**src/rtl/instr_subset_pkg.sv**
```systemverilog
// Package for the instruction subset execution unit.
// Holds opcode patterns, field positions, widths and state codes.
// Assumes a 16-bit instruction word presented one per instruction cycle.
package instr_subset_pkg;

   // ---------------------------------------------------------------
   // Widths
   // ---------------------------------------------------------------
   localparam int INSTR_W    = 16;
   localparam int DATA_W     = 8;
   localparam int PC_W       = 21;
   localparam int TPTR_W     = 21;
   localparam int PTR_W      = 12;
   localparam int HOLD_N     = 8;
   localparam int HOLD_IDX_W = 3;

   // ---------------------------------------------------------------
   // Opcode patterns (value under mask)
   // ---------------------------------------------------------------
   localparam logic [15:0] MASK_TOGGLE   = 16'hF000;
   localparam logic [15:0] OPC_TOGGLE    = 16'h7000;
   localparam logic [15:0] MASK_BOV      = 16'hFF00;
   localparam logic [15:0] OPC_BOV       = 16'hE400;
   localparam logic [15:0] MASK_TABLE_WRITE_OP    = 16'hFFFC;
   localparam logic [15:0] OPC_TABLE_WRITE_OP     = 16'h000C;
   localparam logic [15:0] MASK_PTRADD   = 16'hFF00;
   localparam logic [15:0] OPC_PTRADD    = 16'hE800;

   // ---------------------------------------------------------------
   // Field positions
   // ---------------------------------------------------------------
   localparam int BIT_SEL_LSB  = 9;
   localparam int ACCESS_BIT   = 8;
   localparam int PTR_SEL_LSB  = 6;
   localparam int LIT6_W       = 6;
   localparam logic [1:0] PTR_SEL_RETURN = 2'h3;
   localparam logic [1:0] PTR_SEL_TWO    = 2'h2;

   // Highest file address reached through indexed literal-offset mode
   localparam logic [7:0] IDX_FILE_MAX = 8'h5F;

   // Table write pointer modes
   localparam logic [1:0] TW_KEEP     = 2'h0;
   localparam logic [1:0] TW_POST_INC = 2'h1;
   localparam logic [1:0] TW_POST_DEC = 2'h2;
   localparam logic [1:0] TW_PRE_INC  = 2'h3;

   // Program counter step for one instruction word
   localparam logic [PC_W-1:0] PC_STEP = 21'h000002;

   // ---------------------------------------------------------------
   // Sequencer states
   // ---------------------------------------------------------------
   typedef enum logic [1:0] {
      ST_EXEC   = 2'b00,
      ST_FLUSH  = 2'b01,
      ST_TWRITE = 2'b10
   } seq_state_e;

endpackage : instr_subset_pkg

```
**src/rtl/instr_subset_exec.sv**
```systemverilog
// Execution unit for a subset of an 8-bit core instruction set.
// Assumes one instruction word per clock while instr_valid is high,
// and combinational data memory read data for the operand address.
// Return stack, flags and table latch belong to the core.
// Clock enable low freezes every register.

`timescale 1ns/1ps
`default_nettype none
module instr_subset_exec
   import instr_subset_pkg::*;
(
   // Clock and reset
   input  wire logic                 clk,
   input  wire logic                 sys_rst,
   input  wire logic                 clk_en,

   // Configuration
   input  wire logic                 ext_instr_enable,

   // Instruction stream
   input  wire logic                 instr_valid,
   input  wire logic [INSTR_W-1:0]   instr,
   output logic                      instr_ready,

   // Core state inputs
   input  wire logic                 ovf_flag,
   input  wire logic [3:0]           bank_select_reg,
   input  wire logic [PC_W-1:0]      return_stack_top,
   input  wire logic [DATA_W-1:0]    table_latch,
   input  wire logic                 tptr_load,
   input  wire logic [TPTR_W-1:0]    tptr_load_val,
   input  wire logic                 pc_load,
   input  wire logic [PC_W-1:0]      pc_load_val,

   // Data memory port
   output logic      [PTR_W-1:0]     dmem_addr,
   input  wire logic [DATA_W-1:0]    dmem_rdata,
   output logic                      dmem_we,
   output logic      [DATA_W-1:0]    dmem_wdata,
   output logic                      dmem_indexed,

   // Return stack
   output logic                      stack_pop,

   // Architectural state
   output logic      [PC_W-1:0]      pc,
   output logic      [PTR_W-1:0]     ptr0,
   output logic      [PTR_W-1:0]     ptr1,
   output logic      [PTR_W-1:0]     indirect_pointer_two,
   output logic      [TPTR_W-1:0]    table_pointer,
   output logic      [HOLD_N*DATA_W-1:0] hold_flat,
   output logic                      illegal_op
);

   // ---------------------------------------------------------------
   // Decode
   // ---------------------------------------------------------------
   // Sequencer state
   seq_state_e state_r;
   seq_state_e state_nxt;

   // Decode results and fields
   logic dec_toggle;
   logic dec_bov;
   logic dec_table_write_op;
   logic dec_ptradd;
   logic dec_addret;
   logic dec_ptr_legal;
   logic issue;
   logic [1:0] ptr_sel;
   logic [LIT6_W-1:0] lit6;
   logic [PTR_W-1:0]  lit_ext;
   logic bov_taken;
   logic dec_known;

   // Ready only in the execute state;
   // the core holds a refused word.
   // The literal is unsigned.
   assign instr_ready = (state_r == ST_EXEC);
   assign issue       = instr_valid & instr_ready & clk_en;
   assign ptr_sel     = instr[PTR_SEL_LSB +: 2];
   assign lit6        = instr[LIT6_W-1:0];
   assign lit_ext     = {{(PTR_W-LIT6_W){1'b0}}, lit6}; // Unsigned literal

   // Select three is add-and-return,
   // not a fourth pointer.
   // Opcode matching; extended forms only with extension enabled
   always_comb begin
      dec_toggle = (instr & MASK_TOGGLE) == OPC_TOGGLE;
      dec_bov    = (instr & MASK_BOV) == OPC_BOV;
      dec_table_write_op  = (instr & MASK_TABLE_WRITE_OP) == OPC_TABLE_WRITE_OP;
      dec_ptradd = ext_instr_enable
                   && ((instr & MASK_PTRADD) == OPC_PTRADD);
      dec_addret = dec_ptradd && (ptr_sel == PTR_SEL_RETURN);
      dec_ptr_legal = dec_ptradd && !dec_addret;
   end

   // Branch condition from the overflow status
   // Overflow clear: one cycle, next word
   assign bov_taken = dec_bov & ovf_flag;

   // Supported pattern; anything else is unknown
   assign dec_known = dec_toggle | dec_bov | dec_table_write_op | dec_ptradd;

   // ---------------------------------------------------------------
   // Sequencer
   // ---------------------------------------------------------------
   // Taken branch and add-and-return drop the prefetched word;
   // a table write uses its second cycle for the holding write.
   // Ready is low in either extra cycle.
   always_comb begin
      state_nxt = state_r;
      case (state_r)
         ST_EXEC: begin
            if (issue) begin
               if (bov_taken || dec_addret) begin
                  state_nxt = ST_FLUSH;
               end else if (dec_table_write_op) begin
                  state_nxt = ST_TWRITE;
               end
            end
         end
         ST_FLUSH: begin
            if (clk_en) begin
               state_nxt = ST_EXEC;
            end
         end
         ST_TWRITE: begin
            if (clk_en) begin
               state_nxt = ST_EXEC;
            end
         end
         default: begin
            state_nxt = ST_EXEC;
         end
      endcase
   end

   // State holds while clk_en is low
   always_ff @(posedge clk or posedge sys_rst) begin
      if (sys_rst) begin
         state_r <= ST_EXEC;
      end else if (clk_en) begin
         state_r <= state_nxt;
      end
   end

   // ---------------------------------------------------------------
   // Program counter
   // ---------------------------------------------------------------
   // Program counter and targets
   logic [PC_W-1:0] pc_r;
   logic [PC_W-1:0] br_off;
   logic [PC_W-1:0] pc_seq;
   logic [PC_W-1:0] pc_branch;

   // Twice the signed offset, sign extended
   assign br_off = {{(PC_W-9){instr[7]}}, instr[7:0], 1'b0};

   // Next word; the step covers the prefetch
   assign pc_seq    = pc_r + PC_STEP;
   assign pc_branch = pc_seq + br_off;

   // Direct load wins over an issued word
   always_ff @(posedge clk or posedge sys_rst) begin
      if (sys_rst) begin
         pc_r <= '0;
      end else if (clk_en) begin
         if (pc_load) begin
            pc_r <= pc_load_val;
         end else if (issue) begin
            if (bov_taken) begin
               pc_r <= pc_branch;
            end else if (dec_addret) begin
               pc_r <= return_stack_top;
            end else begin
               pc_r <= pc_seq;
            end
         end
      end
   end

   // Program counter output
   assign pc = pc_r;

   // Return stack pop on add-and-return
   // The core pops on this pulse
   assign stack_pop = issue & dec_addret;

   // ---------------------------------------------------------------
   // Indirect pointers; no status flags are touched
   // ---------------------------------------------------------------
   // Indirect pointers zero to two
   logic [PTR_W-1:0] ptr_r [3];

   // Select three folds onto pointer two;
   // no pointer moves with the extension off.
   genvar gp;
   generate
      for (gp = 0; gp < 3; gp++) begin : g_ptr
         always_ff @(posedge clk or posedge sys_rst) begin
            if (sys_rst) begin
               ptr_r[gp] <= '0;
            end else if (issue) begin
               if (dec_ptr_legal && ptr_sel == 2'(gp)) begin
                  ptr_r[gp] <= ptr_r[gp] + lit_ext;
               end else if (dec_addret && PTR_SEL_TWO == 2'(gp)) begin
                  ptr_r[gp] <= ptr_r[gp] + lit_ext;
               end
            end
         end
      end
   endgenerate

   // Pointers straight from registers
   assign ptr0                 = ptr_r[0];
   assign ptr1                 = ptr_r[1];
   assign indirect_pointer_two = ptr_r[2];

   // Unknown pattern flag, registered
   // Holds until the next issued word
   always_ff @(posedge clk or posedge sys_rst) begin
      if (sys_rst) begin
         illegal_op <= 1'b0;
      end else if (issue) begin
         illegal_op <= !dec_known;
      end
   end

   // ---------------------------------------------------------------
   // Bit toggle
   // ---------------------------------------------------------------
   // Toggle results
   logic [DATA_W-1:0] tog_data;
   logic [PTR_W-1:0]  tog_addr;
   logic              tog_idx;

   // Read, flip and write-back all fall
   // in the issuing cycle, with no stall.
   bit_toggle_unit u_toggle (
      .file_addr            (instr[7:0]),
      .bit_sel              (instr[BIT_SEL_LSB +: 3]),
      .access_bit           (instr[ACCESS_BIT]),
      .ext_instr_enable     (ext_instr_enable),
      .bank_select_reg      (bank_select_reg),
      .indirect_pointer_two (ptr_r[2]),
      .rd_data              (dmem_rdata),
      .wr_data              (tog_data),
      .eff_addr             (tog_addr),
      .indexed_mode         (tog_idx)
   );

   // Write back in the same instruction cycle
   // Strobe pulses only while taken
   assign dmem_addr    = tog_addr;
   assign dmem_indexed = tog_idx;
   assign dmem_we      = issue & dec_toggle;
   assign dmem_wdata   = tog_data;

   // ---------------------------------------------------------------
   // Table write
   // ---------------------------------------------------------------
   logic tw_start;
   logic tw_commit;

   // Pointer moves at the issuing edge; the holding register
   // is written a cycle later from the latch as it stands then.
   assign tw_start  = issue & dec_table_write_op;
   assign tw_commit = (state_r == ST_TWRITE);

   table_write_unit u_twrite (
      .clk          (clk),
      .sys_rst      (sys_rst),
      .clk_en       (clk_en),
      .start        (tw_start),
      .commit       (tw_commit),
      .mode         (instr[1:0]),
      .table_latch  (table_latch),
      .ptr_load     (tptr_load),
      .ptr_load_val (tptr_load_val),
      .table_pointer(table_pointer),
      .hold_flat    (hold_flat)
   );

endmodule : instr_subset_exec
`default_nettype wire

```
**src/rtl/table_write_unit.sv**
```systemverilog
// Table write unit: eight holding registers filled from the table latch.
// Assumes start pulses come from the sequencer on the same clock.
`timescale 1ns/1ps
`default_nettype none
module table_write_unit
   import instr_subset_pkg::*;
(
   // Clock and reset
   input  wire logic                 clk,
   input  wire logic                 sys_rst,
   input  wire logic                 clk_en,
   // Control from sequencer
   input  wire logic                 start,
   input  wire logic                 commit,
   input  wire logic [1:0]           mode,
   input  wire logic [DATA_W-1:0]    table_latch,
   // Pointer load
   input  wire logic                 ptr_load,
   input  wire logic [TPTR_W-1:0]    ptr_load_val,
   // State
   output logic      [TPTR_W-1:0]    table_pointer,
   output logic      [HOLD_N*DATA_W-1:0] hold_flat
);

   logic [TPTR_W-1:0]    tptr_r;
   logic [HOLD_IDX_W-1:0] widx_r;
   logic [DATA_W-1:0]    hold_r [HOLD_N];

   // ---------------------------------------------------------------
   // Pointer update and write index capture
   // ---------------------------------------------------------------
   always_ff @(posedge clk or posedge sys_rst) begin
      if (sys_rst) begin
         tptr_r <= '0;
         widx_r <= '0;
      end else if (clk_en) begin
         if (ptr_load) begin
            tptr_r <= ptr_load_val;
         end else if (start) begin
            // Index used is the pre-increment or current pointer
            case (mode)
               TW_KEEP: begin
                  widx_r <= tptr_r[HOLD_IDX_W-1:0];
               end
               TW_POST_INC: begin
                  widx_r <= tptr_r[HOLD_IDX_W-1:0];
                  tptr_r <= tptr_r + 21'h1;
               end
               TW_POST_DEC: begin
                  widx_r <= tptr_r[HOLD_IDX_W-1:0];
                  tptr_r <= tptr_r - 21'h1;
               end
               TW_PRE_INC: begin
                  widx_r <= HOLD_IDX_W'(tptr_r + 21'h1);
                  tptr_r <= tptr_r + 21'h1;
               end
               default: begin
                  widx_r <= tptr_r[HOLD_IDX_W-1:0];
               end
            endcase
         end
      end
   end

   // ---------------------------------------------------------------
   // Holding registers, written in the second cycle
   // ---------------------------------------------------------------
   genvar gi;
   generate
      for (gi = 0; gi < HOLD_N; gi++) begin : g_hold
         always_ff @(posedge clk or posedge sys_rst) begin
            if (sys_rst) begin
               hold_r[gi] <= '0;
            end else if (clk_en && commit && widx_r == HOLD_IDX_W'(gi)) begin
               hold_r[gi] <= table_latch;
            end
         end
         assign hold_flat[gi*DATA_W +: DATA_W] = hold_r[gi];
      end
   endgenerate

   assign table_pointer = tptr_r;

endmodule : table_write_unit
`default_nettype wire

```
**src/rtl/bit_toggle_unit.sv**
```systemverilog
// Bit toggle datapath and operand address formation.
// Assumes the data byte is read combinationally from the core's memory.
`timescale 1ns/1ps
`default_nettype none
module bit_toggle_unit
   import instr_subset_pkg::*;
(
   // Operand fields
   input  wire logic [7:0]        file_addr,
   input  wire logic [2:0]        bit_sel,
   input  wire logic              access_bit,
   input  wire logic              ext_instr_enable,
   input  wire logic [3:0]        bank_select_reg,
   input  wire logic [PTR_W-1:0]  indirect_pointer_two,
   // Data
   input  wire logic [DATA_W-1:0] rd_data,
   output logic      [DATA_W-1:0] wr_data,
   output logic      [PTR_W-1:0]  eff_addr,
   output logic                   indexed_mode
);

   // Indexed literal offset only with extension on and low file address
   assign indexed_mode = ~access_bit & ext_instr_enable
                         & (file_addr <= IDX_FILE_MAX);

   // Effective address: indexed, banked or access bank
   always_comb begin
      if (indexed_mode) begin
         eff_addr = indirect_pointer_two + {4'h0, file_addr};
      end else if (access_bit) begin
         eff_addr = {bank_select_reg, file_addr};
      end else if (file_addr[7]) begin
         eff_addr = {4'hF, file_addr};
      end else begin
         eff_addr = {4'h0, file_addr};
      end
   end

   // Invert only the selected bit
   assign wr_data = rd_data ^ (DATA_W'(1) << bit_sel);

endmodule : bit_toggle_unit
`default_nettype wire

```
**config.mk**
```make
export PLATFORM = sky130hd
export DESIGN_NAME = instr_subset_exec
export DESIGN_NICKNAME = d
export VERILOG_FILES = /design/src/rtl/instr_subset_pkg.sv /design/src/rtl/instr_subset_exec.sv /design/src/rtl/table_write_unit.sv /design/src/rtl/bit_toggle_unit.sv
export SDC_FILE = /design/constraint.sdc
export NUM_CORES = 1
export LEC_CHECK = 0
export ABC_AREA = 1
export BUFFER_PORTS_ARGS = -buffer_cell sky130_fd_sc_hd__buf_4
export CAP_MARGIN = 30
export CORE_MARGIN = 3
export CORE_UTILIZATION = 50
export DETAILED_ROUTE_END_ITERATION = 7
export HOLD_SLACK_MARGIN = 0.12
export PLACE_DENSITY_LB_ADDON = 0.25
export SYNTH_ARGS = -nofsm -noshare
export SYNTH_HDL_FRONTEND = slang
export SYNTH_HIERARCHICAL = 1
export SYNTH_SLANG_ARGS = --single-unit
```
**constraint.sdc**
```tcl
create_clock -name clk -period 2.7 [get_ports clk]
set_input_delay 0.54 -clock clk [delete_from_list [all_inputs] [get_ports clk]]
set_output_delay 0.54 -clock clk [all_outputs]
set_load 0.005 [all_outputs]
```
# Word level (Yosys, flattened, before mapping)
# Cells that the tools add are included.
# totals
reg_bits	148
latchBits	0
ram_bits	0
romBits	0
out_inout_bits	167
n_memories	0
# op_classes
n_addsub	8
n_mul	0
div_mod_pow	0
magnitude_cmp	1
n_eq_ne	20
n_shift	1
muxes	17
n_bitwise	14
n_reduce_logical	35
# ops
op	count
21-bit 2-to-1 mux	6
12-bit 2-to-1 mux	5
21-bit one-hot mux with 2 select lines	1
12-bit by 6-bit adder with 12-bit output	3
21-bit by 1-bit adder with 21-bit output, second input constant	1
21-bit by 2-bit adder with 21-bit output, second input constant	1
21-bit adder	1
21-bit by 1-bit subtractor with 21-bit output, second input constant	1
8-bit == test, second input constant	2
1-bit logical AND	15
14-bit by 2-bit == test with 1-bit output, second input constant	1
12-bit by 8-bit adder with 12-bit output	1
3-bit == test, second input constant	4
2-bit == test, second input constant	5
3-bit AND reduction	3
1-bit AND	8
8-bit by 7-bit <= comparator with 1-bit output, second input constant	1
2-bit 2-to-1 mux	4
2-bit AND reduction	4
1-bit by 3-bit left shift with 8-bit output, first input constant	1
8-bit XOR	1
3-bit by 2-bit == test with 1-bit output, second input constant	2
2-bit logical NOT	3
3-bit one-hot mux with 2 select lines	1
14 further kinds	21

# Longest topological paths before layout
# Gate-level depths: netlist of run 1.
# depth
ltp_word	8
ltp_mapped	22
depth_no_buf	22

# Modules after synthesis
# The synthesis of run 1 kept the hierarchy.
# by_module_without_submodules
module	instances	cells_per_inst	area_per_inst_um2
instr_subset_exec	1	829	5629.1
table_write_unit	1	598	4503.1
bit_toggle_unit	1	162	867.1

# Least setup slack after synthesis of run 1
# Ideal clock, no wire load.
# synth_path
path_type	reg2reg
from	reg pc_r[2] (netlist: pc[2])
to	reg pc_r[19] (netlist: pc[19])
setup_ns	0.116
arrival_ns	2.422
required_ns	2.584
setup_slack_ns	0.161
stages_incl_launch_ff	21
n_path_buf	0
period_less_slack_ns	2.539
cell_sequence	dfrtp_1 -> ha_1 -> nand2_1 -> nor2_2 -> nand2_1 -> nor2_4 -> inv_1 -> o21bai_1 -> nand2_1 -> clkinv_1 -> ha_1 -> nand2_1 -> inv_1 -> a21boi_0 -> nor2_1 -> nor2_1 -> nand3_1 -> nand3_1 -> nand2_1 -> nand2_1 -> nand2_1
# synth_via
elab_chain_len	5
elab_cells_between_ends	6
# synth_rtl
element	line_no	source
start, declared	instr_subset_exec.sv:152	logic [PC_W-1:0] pc_r;
start signal, assigned	instr_subset_exec.sv:170	pc_r <= pc_load_val;
start signal, assigned	instr_subset_exec.sv:173	pc_r <= pc_branch;
start signal, assigned	instr_subset_exec.sv:175	pc_r <= return_stack_top;
21-bit by 2-bit adder with 21-bit output (*)	instr_subset_exec.sv:161	assign pc_seq = pc_r + PC_STEP;
21-bit adder or 21-bit 2-to-1 mux (tied branches)	instr_subset_exec.sv:162, instr_subset_exec.sv:174	
21-bit 2-to-1 mux (*)	instr_subset_exec.sv:172	if (bov_taken) begin
21-bit 2-to-1 mux (*)	instr_subset_exec.sv:171	end else if (issue) begin
21-bit 2-to-1 mux (*)	instr_subset_exec.sv:169	if (pc_load) begin
# Mark *: on every way between the ends. The rest lies on a longest branch, timed or not. The select of a mux whose other input is x is not followed.
# A chain may end at the register's enable or synchronous reset.

# Worst setup path after layout of run 1
# layout_path
from	reg ptr_r (netlist bit indirect_pointer_two[4])
to	out dmem_addr[9]
# layout_via
elab_chain_len	2
# layout_rtl
element	line_no	source
start, declared	instr_subset_exec.sv:194	logic [PTR_W-1:0] ptr_r [3];
start signal, assigned by index	instr_subset_exec.sv:206	ptr_r[gp] <= ptr_r[gp] + lit_ext;
start signal, assigned by index	instr_subset_exec.sv:208	ptr_r[gp] <= ptr_r[gp] + lit_ext;
12-bit by 8-bit adder with 12-bit output	bit_toggle_unit.sv:29	eff_addr = indirect_pointer_two + {4'h0, file_addr};
12-bit 2-to-1 mux	bit_toggle_unit.sv:28	if (indexed_mode) begin
end, declared	instr_subset_exec.sv:36	output logic [PTR_W-1:0] dmem_addr,
# Every way passes these cells.

==> flow_metrics.py, run 1 <==
metrics = {
    "power": {
        "comb_power_share_pct": 38.9,
        "switching_share_pct": 39.8,
        "p_seq_share_pct": 32.4,
        "vdd_drop_max_uv": 410,
        "p_leak_nw": 7.50,
        "internal-power_mw": 5.12,
        "p_sw_mw": 3.38,
        "p_clk_share_pct": 28.7,
        "p_per_area_nw_per_um2": 584,
    },
    "global_routing": {
        "grt_usage_pct": 28.7,
        "grt_pass1_wl_mm": 56.0,
        "grt_max_degree": 39,
        "overflow": 0,
        "antenna_found_initial": 1,
        "grt_pass1_vias": 11100,
    },
    "cts": {
        "cts_made_buffers": 17,
        "cts-htree-levels": 4,
        "cts.clk_slew.worst_paths_ns": 0.07,
        "holdBufCountCts": 0,
        "clkLatencyLatePin_ns": 0.43,
        "cts_tree": "yes",
        "cts.sinks": 148,
        "clockBufferDepth": 2,
        "cts-root-buf": "clkbuf_16",
    },
    "detailed_routing": {
        "antenna_left": 0,
        "drc": 0,
        "drt_wl_total_mm": 35.5,
        "wl_per_cell_um": 16.4,
        "drtPass1Iterations": 7,
        "drtIter0Drc": 1022,
        "viasPerCell": 5.41,
        "num_vias": 11700,
    },
    "critical_path": {
        "cp.required_ns": 2.16,
        "worst-path-max-fanout": 4,
        "crit_top_cell": "nand2_1",
        "rrSetupSlack_ns": 0.08,
        "slowest_delay_ns": 0.46,
        "cp_cell_sequence": "ha_4 > nand2_1 > nand2_1 > inv_1 > nand2_1 > nand2_1 > nand3_1 > nand2_1 > nand2_1 > nand2_1 > nand2_1 > buf_4",
        "end_kind": "output port",
        "crit_buf_inv": 2,
        "path_depth": 12,
        "arrival_ns": 2.09,
        "r2r-start": "pc[2]$_DFFE_PP0P_",
        "critPathLaunchType": "flip-flop",
        "path_delay_family": "simple AND/OR/NAND/NOR gates",
        "slowest_stage": "dfrtp_2",
        "reg2regPathDepth": 18,
        "crit_type": "reg2out",
        "r2r-end": "pc[20]$_DFFE_PP0P_",
    },
    "synthesis": {
        "ys.flop_type": "dfrtp_1",
        "synth-edff-count": 0,
        "avgSynthCellArea_um2": 6.92,
        "ys_async_sr_fraction_pct": 100,
        "yosysMostFrequentCell": "nand2_1",
        "ys_seq_area_share_pct": 33.7,
        "synthTopCellsByCount": "514 x nand2_1, 156 x inv_1, 152 x nor2_1, 148 x dfrtp_1, 122 x o21ai_0",
        "synthTopCellsByArea": "dfrtp_1 34%, nand2_1 18%, ha_1 5.9%, o21ai_0 5.6%, inv_1 5.3%",
        "yosys_register_bits": 148,
        "yosysTopAreaCellShare_pct": 33.7,
        "netlist_area_um2": 11000,
        "yosysUniqueCellTypes": 58,
        "syn_nets": 1753,
        "yosysWarnings": 6,
        "synthesis.instances": 1589,
        "synth_top_cell_by_area": "dfrtp_1",
    },
    "timing": {
        "fmax_mhz": 380,
        "worst_pin_slew_ns": 0.821,
        "finalMaxSlewViolations": 0,
        "period_share_pct": 97.6,
        "final.setup.tns_ns": 0,
        "skew_ns": 0.0118,
        "hold_viol": 0,
        "grt_setup_unrepaired": "true",
        "setup_slack_ns": 0.0659,
        "setup_viol": 0,
        "slew_headroom_pct": 45.2,
        "fin_crit_ns": 2.63,
    },
    "die": {
        "io_pins": 274,
        "dieWidth_um": 154,
        "start_util_pct": 51.7,
        "die_area_um2": 23800,
        "die_y_um": 154,
        "num_rows": 53,
        "coreArea_um2": 21300,
    },
    "place": {
        "place.gp.congestion": 0.938,
        "dp_slack_ns": -0.0493,
        "io_buffers": 273,
        "dp_hpwl_mm": 26.6,
    },
    "final_layout": {
        "layout-drive-gt1-share_pct": 26.4,
        "layout.nets": 2046,
        "nFillCells": 1820,
        "multi_input_area_um2": 6850,
        "regArea_um2": 3710,
        "synthToLayoutAreaGrowth_pct": 32.3,
    },
    "worst_hold_path": {
        "hold_class": "in2async",
    },
    "run_status": {
        "status": "finished clean",
    },
    "job": {
        "drv_cap": 0,
    },
}
-- cells in the final DEF, fill, tap and decap left out, drive strengths merged, types with 3 or more instances in the layout --
master,n
a21o,6
a21oi,68
and2,4
buf,314
clkbuf,17
clkinv,8
dfrtp,148
fa,5
ha,52
inv,171
nand2,525
nand3,103
nand4,30
nor2,178
nor3,16
nor4,5
o211ai,6
o21ai,144
o21bai,8
o22ai,3
or2,4
xnor2,27
xor2,30
-- power groups by stage --
stage               Combinational [mW]  Clock (mW)  Sequential [mW]
floorplan                         1.77           0             2.71
global placement                  2.90           0             2.77
detailed placement                2.93           0             2.77
CTS                               3.00        2.48             2.74
global route                      3.66        2.58             2.79
finish                            3.31        2.44             2.76
-- worst register-to-register path, stage by stage, from the launching register on --
cell	delay (ns)
dfrtp_1	0.38
ha_2	0.20
nand2_2	0.07
nor2_4	0.12
buf_4	0.12
nand4_1	0.16
o21ai_1	0.20
and2_1	0.19
ha_4	0.22
a21oi_1	0.20
nand2_1	0.09
a21oi_2	0.12
nand3_2	0.10
inv_1	0.07
nand2_1	0.05
nand3_1	0.06
nand2_1	0.07
nand2_1	0.06
nand2_1	0.04
-- through the flow --
stage	power, mW	hold slack, ns	util, %	cell area (um^2)	instances
after floorplan	4.48	0.468	-	11000	1589
after global placement	5.67	0.464	63.1	13400	2129
after detailed placement	5.71	0.475	63.1	13400	2129
after CTS	8.22	0.188	66.4	14100	2163
after global routing	9.04	0.211	68.4	14600	2171
final	8.50	0.200	68.4	14600	2171
-- layout make-up --
type	count	share of cell area (%)
Tap cell	275	2.36
Sequential cell	148	25.5
Timing Repair Buffer	314	16.5
Clock inverter	15	1.27
Antenna cell	1	0.0172
Inverter	166	4.34
Clock buffer	17	2.92
Multi-Input combinational cell	1235	47.1
-- metal layers --
layer,routed length [um],GRT usage [%],vias to the layer above,part of all wire [%]
met1,15100,38.8,5436,42
li1,-,-,5739,-
met4,809,8.75,0,2.3
met5,0,0,-,0
met3,2880,5.68,76,8.1
met2,16700,47.0,488,47
-- how the worst max path moves through the flow --
| stage | start | to |
|---|---|---|
| 4_1_cts | pc[1]$_DFFE_PP0P_ | pc[20]$_DFFE_PP0P_ |
| 2_1_floorplan | pc[2]$_DFFE_PP0P_ | pc[19]$_DFFE_PP0P_ |
| 3_5_place_dp | pc[11]$_DFFE_PP0P_ | pc[19]$_DFFE_PP0P_ |
| 3_3_place_gp | pc[10]$_DFFE_PP0P_ | pc[19]$_DFFE_PP0P_ |
| 5_1_grt | pc[2]$_DFFE_PP0P_ | pc[18]$_DFFE_PP0P_ |
| 6_report | indirect_pointer_two[4]$_DFFE_PP0P_ | dmem_addr[9] |
-- repair_timing --
action,4_1_cts,5_1_grt
pin swaps,3,26
setup endpoints to repair,11,22
buffers inserted,2,7
resized for setup,16,83
-- logic make-up (layout without fill, tap and decap cells) --
group,count (synthesis),count (layout),synth area share (%)
AOI/OAI and AO/OA,246,246,12.2
xor gates and xnor gates,57,57,4.54
and+or+nand+nor,871,871,34.4
adders and majority gates,57,57,6.83
DFF,148,148,33.7
buffers and inverters,206,512,7.93
muxes,4,4,0.387
other,0,1,0
-- flip-flops by register name (all words and copies together) (netlist names), 2 cells and up --
signal	count
u_twrite/table_pointer	21
indirect_pointer_two	12
ptr1	12
ptr0	12
state_r	2
u_twrite/widx_r	3
u_twrite/hold_flat	64
pc	21
Note: power is estimated with default switching activity, not from simulation.
==> run 2, diff against run 1 <==
--- a/config.mk
+++ b/config.mk
@@ -5,11 +5,10 @@
 export SDC_FILE = /design/constraint.sdc
 export NUM_CORES = 1
 export LEC_CHECK = 0
-export ABC_AREA = 1
 export BUFFER_PORTS_ARGS = -buffer_cell sky130_fd_sc_hd__buf_4
 export CAP_MARGIN = 30
 export CORE_MARGIN = 3
-export CORE_UTILIZATION = 50
+export CORE_UTILIZATION = 49
 export DETAILED_ROUTE_END_ITERATION = 7
 export HOLD_SLACK_MARGIN = 0.12
 export PLACE_DENSITY_LB_ADDON = 0.25
==> run 2 against run 1 <==
  * The run now ends with negative setup slack left
  * Largest cell class unchanged
  * Critical path type is now reg2reg
  * Hold slack got worse by 0.045 ns
  * Design area grew 4.4%
  * Total power fell by 9.5%
  * Wire length is 3.9% higher
  * Core utilization rose by 8.7 points
==> flow_metrics.py, run 2 <==
metrics = {
    "run_status": {
        "status": "complete, but fails checks",
        "violations": "negative setup slack",
    },
    "critical_path": {
        "crit_type": "reg2reg",
        "rrSetupSlack_ns": -0.40,
        "cp.required_ns": 3.01,
        "end_kind": "flip-flop",
        "reg2regPathDepth": 14,
        "arrival_ns": 3.42,
        "critPathLaunchType": "flip-flop",
        "worst-path-max-fanout": 5,
        "r2r-start": "pc[7]$_DFFE_PP0P_",
        "r2r-end": "pc[19]$_DFFE_PP0P_",
    },
    "die": {
        "start_util_pct": 50.5,
        "io_pins": 274,
        "die_y_um": 149,
        "num_rows": 51,
        "dieWidth_um": 149,
        "die_area_um2": 22100,
        "coreArea_um2": 19700,
    },
    "cts": {
        "cts_tree": "yes",
        "cts.clk_slew.worst_paths_ns": 0.08,
        "clkLatencyLatePin_ns": 0.43,
        "cts-htree-levels": 4,
        "clockBufferDepth": 2,
        "cts-root-buf": "clkbuf_16",
        "cts.sinks": 148,
        "cts_made_buffers": 17,
    },
    "final_layout": {
        "layout-drive-gt1-share_pct": 46.1,
        "diodes": 0,
        "final_cell_mix": "434 x buf_4, 147 x dfrtp_1, 94 x nand2_1, 71 x mux2_2, 56 x nor2_1",
        "nFillCells": 1332,
        "largest_reg_flops": 64,
        "layout.nets": 1668,
        "synthToLayoutAreaGrowth_pct": 52.6,
        "final_common_cell": "buf_4",
        "post-route-util_pct": 77.1,
    },
    "synthesis": {
        "synthTopCellsByCount": "148 x dfrtp_1, 100 x nand2_1, 71 x mux2_2, 66 x o21ai_0, 62 x nor2_1",
        "yosys_register_bits": 148,
        "yosysMostFrequentCell": "dfrtp_1",
        "ys_seq_area_share_pct": 37.2,
        "synthesis.instances": 1062,
        "yosysTopAreaCellShare_pct": 37.2,
        "yosysWarnings": 6,
        "synth_top_cell_by_area": "dfrtp_1",
        "syn_nets": 1226,
        "netlist_area_um2": 9960,
        "yosysUniqueCellTypes": 76,
        "ys_async_sr_fraction_pct": 100,
        "avgSynthCellArea_um2": 9.38,
        "synthTopCellsByArea": "dfrtp_1 37%, mux2_2 8.0%, ha_1 6.5%, xnor2_1 4.7%, nand2_1 3.8%",
        "synth-edff-count": 0,
        "ys.flop_type": "dfrtp_1",
    },
    "detailed_routing": {
        "antenna_left": 0,
        "viasPerCell": 5.92,
        "drc": 0,
        "num_vias": 10600,
        "drtIter0Drc": 816,
        "wl_per_cell_um": 20.7,
        "drtPass1Iterations": 6,
        "drt_wl_total_mm": 36.9,
    },
    "power": {
        "p_leak_nw": 7.26,
        "p_per_area_nw_per_um2": 506,
        "report.power.total_mw": 7.69,
        "vdd_drop_max_uv": 454,
    },
    "timing": {
        "worst_pin_slew_ns": 1.00,
        "slew_headroom_pct": 32.7,
        "setup_slack_ns": -0.405,
        "fmax_mhz": 322,
        "finalMaxSlewViolations": 0,
        "hold_viol": 0,
        "grt_setup_unrepaired": "true",
        "period_share_pct": 115,
        "fin_crit_ns": 3.10,
        "setup_viol": 20,
        "holdWs_ns": 0.155,
        "skew_ns": 0.0116,
    },
    "worst_hold_path": {
        "hold_class": "in2async",
    },
    "global_routing": {
        "top_usage_layer": "met2",
        "grt_usage_pct": 31.0,
        "overflow": 0,
        "met1_usage_pct": 40.0,
        "grt_pass1_vias": 10200,
        "grt_max_degree": 49,
        "use_met2_pct": 51.6,
        "met3_usage_pct": 6.28,
        "grt_pass1_wl_mm": 54.5,
        "antenna_found_initial": 1,
    },
    "place": {
        "dp_slack_ns": -0.329,
        "place.gp.congestion": 0.958,
        "dp_hpwl_mm": 25.3,
        "io_buffers": 273,
    },
    "job": {
        "drv_cap": 0,
    },
}
run 2: cell types whose count changed in the layout (fill, tap and decap cells not counted), sizes merged, moves of 21 or more:
cell   before  now
o21ai     144   71
nand3     103   44
inv       171   51
xnor2      27   53
nor2      178   63
a21oi      68   47
buf       314  468
nand2     525  102
mux2        2   71
run 2: cell type report:
class	instances	area, um^2	share of cell area (%)
clock buffers	17	425	2.80
clock inverters	15	175	1.15
inverters	43	165	1.09
multi-input cells	826	6730	44.3
flip-flops and latches	148	3700	24.4
well taps	265	332	2.18
repair buffers	468	3670	24.1
run 2: layer usage:
metal | wire (um) | up-vias
li1 | - | 4772
met1 | 14700 | 5112
met2 | 17700 | 552
met3 | 3050 | 113
met4 | 1430 | 2
met5 | 20 | -
run 2: how the worst max path moves through the flow:
stage | endpoint | cells after the start | slack, ns | from
2_1_floorplan | pc[17]$_DFFE_PP0P_ | 12 | -0.18 | pc[4]$_DFFE_PP0P_
3_3_place_gp | pc[17]$_DFFE_PP0P_ | 12 | -0.26 | pc[7]$_DFFE_PP0P_
3_5_place_dp | pc[17]$_DFFE_PP0P_ | 12 | -0.33 | pc[6]$_DFFE_PP0P_
4_1_cts | dmem_addr[10] | 9 | -0.34 | indirect_pointer_two[0]$_DFFE_PP0P_
5_1_grt | pc[17]$_DFFE_PP0P_ | 14 | -0.50 | pc[7]$_DFFE_PP0P_
6_report | pc[19]$_DFFE_PP0P_ | 14 | -0.40 | pc[7]$_DFFE_PP0P_
run 2: cell families (layout without fill, tap and decap cells):
kind of cell	count (synthesis)	count (layout)	share of synthesized area, %
AND/OR/NAND/NOR	343	343	17.9
flip-flops	148	148	37.2
buffers and inverters	88	543	3.64
adder cells (fa/ha/maj)	57	57	7.54
multiplexers	79	79	8.83
AO/OA/AOI/OAI	266	266	17.7
XOR/XNOR	81	81	7.12
run 2: worst max-delay path, cell delays in order (launching register included):
cell      delay (ns)
dfrtp_1         0.37
nand4_1         0.13
buf_6           0.15
buf_6           0.13
nor2_4          0.12
nand4_1         0.15
xnor2_2         0.20
ha_2            0.21
a21o_1          0.22
a211oi_4        0.29
nor2_2          0.08
a221o_1         0.31
a41oi_2         0.16
xor2_1          0.11
o41ai_1         0.34
run 2: where the power goes:
part	internal, mW	total (mW)	switching (mW)
registers	2.33	2.49	0.163
clock network	1.26	2.45	1.19
logic	1.39	2.74	1.35
total	4.98	7.69	2.71
run 2: timing repair:
item | CTS | global route
hold endpoints to repair | 0 | 0
setup endpoints to repair | 22 | 25
pin swaps | 76 | 45
hold buffers | 0 | 0
buffers inserted | 27 | 16
gates cloned | 0 | 0
resized for setup | 99 | 70
run 2: stage by stage:
step           cell area, um^2  std cells  setup TNS, ns
6_report                 15200       1782          -4.03
5_1_grt                  15200       1782          -5.79
4_1_cts                  14700       1771          -1.54
3_5_place_dp             13400       1715          -3.62
3_3_place_gp             13400       1715          -2.59
2_1_floorplan            10000       1062         -0.324
==> run 3, diff against run 2 <==
--- a/config.mk
+++ b/config.mk
@@ -8,11 +8,10 @@
 export BUFFER_PORTS_ARGS = -buffer_cell sky130_fd_sc_hd__buf_4
 export CAP_MARGIN = 30
 export CORE_MARGIN = 3
-export CORE_UTILIZATION = 49
+export CORE_UTILIZATION = 48
 export DETAILED_ROUTE_END_ITERATION = 7
 export HOLD_SLACK_MARGIN = 0.12
 export PLACE_DENSITY_LB_ADDON = 0.25
 export SYNTH_ARGS = -nofsm -noshare
 export SYNTH_HDL_FRONTEND = slang
-export SYNTH_HIERARCHICAL = 1
 export SYNTH_SLANG_ARGS = --single-unit
==> run 3 against run 2 <==
  * The run still ends with negative setup slack left
  * Global-route usage is 1.7 points lower
  * Design area down 6.8%
  * Clock power barely moved
  * Synthesized cell count down 2.8%
==> flow_metrics.py, run 3 <==
metrics = {
    "run_status": {
        "status": "complete, but fails checks",
        "violations": "negative setup slack",
    },
    "die": {
        "io_pins": 274,
        "dieWidth_um": 147,
        "start_util_pct": 49.0,
        "coreArea_um2": 19500,
        "num_rows": 51,
        "die_y_um": 147,
        "die_area_um2": 21700,
    },
    "cts": {
        "cts.clk_slew.worst_paths_ns": 0.07,
        "cts.sinks": 148,
        "cts_tree": "yes",
        "cts_made_buffers": 17,
        "holdBufCountCts": 0,
        "cts-root-buf": "clkbuf_16",
        "cts-htree-levels": 4,
        "clockBufferDepth": 2,
        "clkLatencyLatePin_ns": 0.43,
    },
    "critical_path": {
        "arrival_ns": 3.43,
        "reg2regPathDepth": 13,
        "worst-path-max-fanout": 3,
        "crit_type": "reg2reg",
        "r2r-end": "pc[20]$_DFFE_PP0P_",
        "critPathLaunchType": "flip-flop",
        "rrSetupSlack_ns": -0.41,
        "crit_path_start": "pc[2]$_DFFE_PP0P_",
        "cp.required_ns": 3.02,
        "end_kind": "flip-flop",
        "r2r-start": "pc[2]$_DFFE_PP0P_",
    },
    "synthesis": {
        "yosysUniqueCellTypes": 73,
        "synth-edff-count": 0,
        "ys_async_sr_fraction_pct": 100,
        "synth_mux_area_share_pct": 8.64,
        "synth_top_family_by_area": "compound AO/OA/AOI/OAI gates",
        "synth-xor-area-share_pct": 7.23,
        "yosysTopAreaCellShare_pct": 38.7,
        "yosysWarnings": 0,
        "ys.flop_type": "dfrtp_1",
        "synth_top_cell_by_area": "dfrtp_1",
        "yosys_register_bits": 148,
        "synthTopCellsByCount": "148 x dfrtp_1, 105 x o21ai_0, 96 x nand2_1, 69 x mux2_2, 68 x nor2_1",
        "synthTopCellsByArea": "dfrtp_1 39%, mux2_2 8.1%, ha_1 6.0%, o21ai_0 5.5%, xnor2_1 4.0%",
        "ys_seq_area_share_pct": 38.7,
        "synth_compound_area_share_pct": 18.1,
        "synth-simple-area-share_pct": 17.1,
        "netlist_area_um2": 9570,
        "synthAdderAreaFrac_pct": 6.85,
        "synthesis.instances": 1032,
        "yosysMostFrequentCell": "dfrtp_1",
        "avgSynthCellArea_um2": 9.27,
        "syn_nets": 1189,
    },
    "detailed_routing": {
        "antenna_left": 0,
        "drc": 0,
        "wl_per_cell_um": 19.3,
        "viasPerCell": 5.72,
        "drtIter0Drc": 497,
        "num_vias": 9842,
        "drt_wl_total_mm": 33.2,
        "drtPass1Iterations": 5,
    },
    "power": {
        "p_per_area_nw_per_um2": 507,
        "p_leak_nw": 6.93,
        "vdd_drop_max_uv": 439,
    },
    "place": {
        "placed_cells": 1661,
        "place.gp.congestion": 0.923,
        "dp_hpwl_mm": 24.1,
        "dp_slack_ns": -0.453,
        "io_buffers": 273,
    },
    "timing": {
        "fin_crit_ns": 3.11,
        "hold_viol": 0,
        "period_share_pct": 115,
        "grt_setup_unrepaired": "true",
        "slew_headroom_pct": 46.6,
        "setup_slack_ns": -0.414,
        "worst_pin_slew_ns": 0.799,
        "skew_ns": 0.0109,
        "fmax_mhz": 321,
        "setup_viol": 18,
        "finalMaxSlewViolations": 0,
    },
    "final_layout": {
        "final_cell_mix": "422 x buf_4, 147 x dfrtp_1, 90 x nand2_1, 80 x o21ai_0, 68 x mux2_2",
        "diodes": 0,
        "largest_reg_flops": 64,
        "stdcell_count": 1720,
        "synthToLayoutAreaGrowth_pct": 48.0,
        "nFillCells": 1437,
        "layout-drive-gt1-share_pct": 43.2,
        "final_common_cell": "buf_4",
        "layout.nets": 1599,
    },
    "global_routing": {
        "grt_max_degree": 58,
        "grt_pass1_vias": 9775,
        "grt_usage_pct": 29.2,
        "antenna_found_initial": 0,
        "grt_pass1_wl_mm": 50.7,
        "overflow": 0,
    },
    "worst_hold_path": {
        "hold_class": "in2async",
    },
    "job": {
        "drv_cap": 0,
    },
}
-- run 3: logic make-up (layout without fill, tap and decap cells) --
kind of cell,count (synthesis),count (layout)
AND/OR/NAND/NOR,323,323
AO/OA/AOI/OAI,277,277
flip-flops,148,148
buffers and inverters,81,504
XOR/XNOR,79,79
multiplexers,74,74
adder cells (fa/ha/maj),50,50
-- run 3: routing by layer --
layer	vias up	routed length, um	GRT usage (%)
met5	-	0	0
li1	4584	-	-
met1	4737	12900	35.3
met3	96	2360	6.42
met4	0	1310	11.8
met2	425	16600	50.8
-- run 3: worst max-delay path: stages, from the launching register on --
cell     delay, ns
dfrtp_1       0.38
ha_2          0.21
nand2_2       0.08
nor4_4        0.33
nand3_2       0.14
xnor2_2       0.16
ha_1          0.31
and2_4        0.16
nand3_2       0.08
or4b_1        0.48
o211a_1       0.19
o21ai_2       0.18
xnor2_1       0.09
o41ai_1       0.23
-- run 3: layout make-up --
class                           count  area, um^2  area share, %
Clock inverter                     15         180           1.27
Sequential cell                   148        3700           26.2
Clock buffer                       17         425           3.00
Timing Repair Buffer              436        3380           23.8
Tap cell                          265         332           2.34
Multi-Input combinational cell    803        6010           42.4
Inverter                           36         139          0.980
-- run 3: worst max-delay path by stage --
stage | endpoint | cells after the start
final | pc[20]$_DFFE_PP0P_ | 13
after global routing | pc[16]$_DFFE_PP0P_ | 13
after CTS | pc[20]$_DFFE_PP0P_ | 13
after detailed placement | pc[20]$_DFFE_PP0P_ | 13
after global placement | pc[20]$_DFFE_PP0P_ | 13
after floorplan | pc[20]$_DFFE_PP0P_ | 12
-- run 3: metrics by stage --
step	total power, mW	area [um^2]	TNS [ns]	hold slack, ns	utilization, %
final	7.18	14200	-4.24	0.256	72.5
after global routing	7.49	14200	-6.20	0.307	72.5
after CTS	7.03	13900	-3.24	0.269	71.2
after detailed placement	4.45	12900	-3.70	0.466	66.1
after global placement	4.42	12900	-2.80	0.461	66.1
after floorplan	3.47	9600	-1.50	0.465	-
-- run 3: repair_timing --
action                                  in CTS  in global routing
endpoints found under the setup margin      21                 23
gates resized for setup                     72                 40
buffers inserted                            16                 16
pin swaps                                   45                 30
-- run 3: where the power goes --
part           internal (mW)  total, mW  switching, mW  leakage, nW
clock                   1.26       2.43           1.17        0.292
sequential              2.33       2.49          0.159         1.97
combinational           1.17       2.26           1.09         4.67
total                   4.76       7.18           2.42         6.93
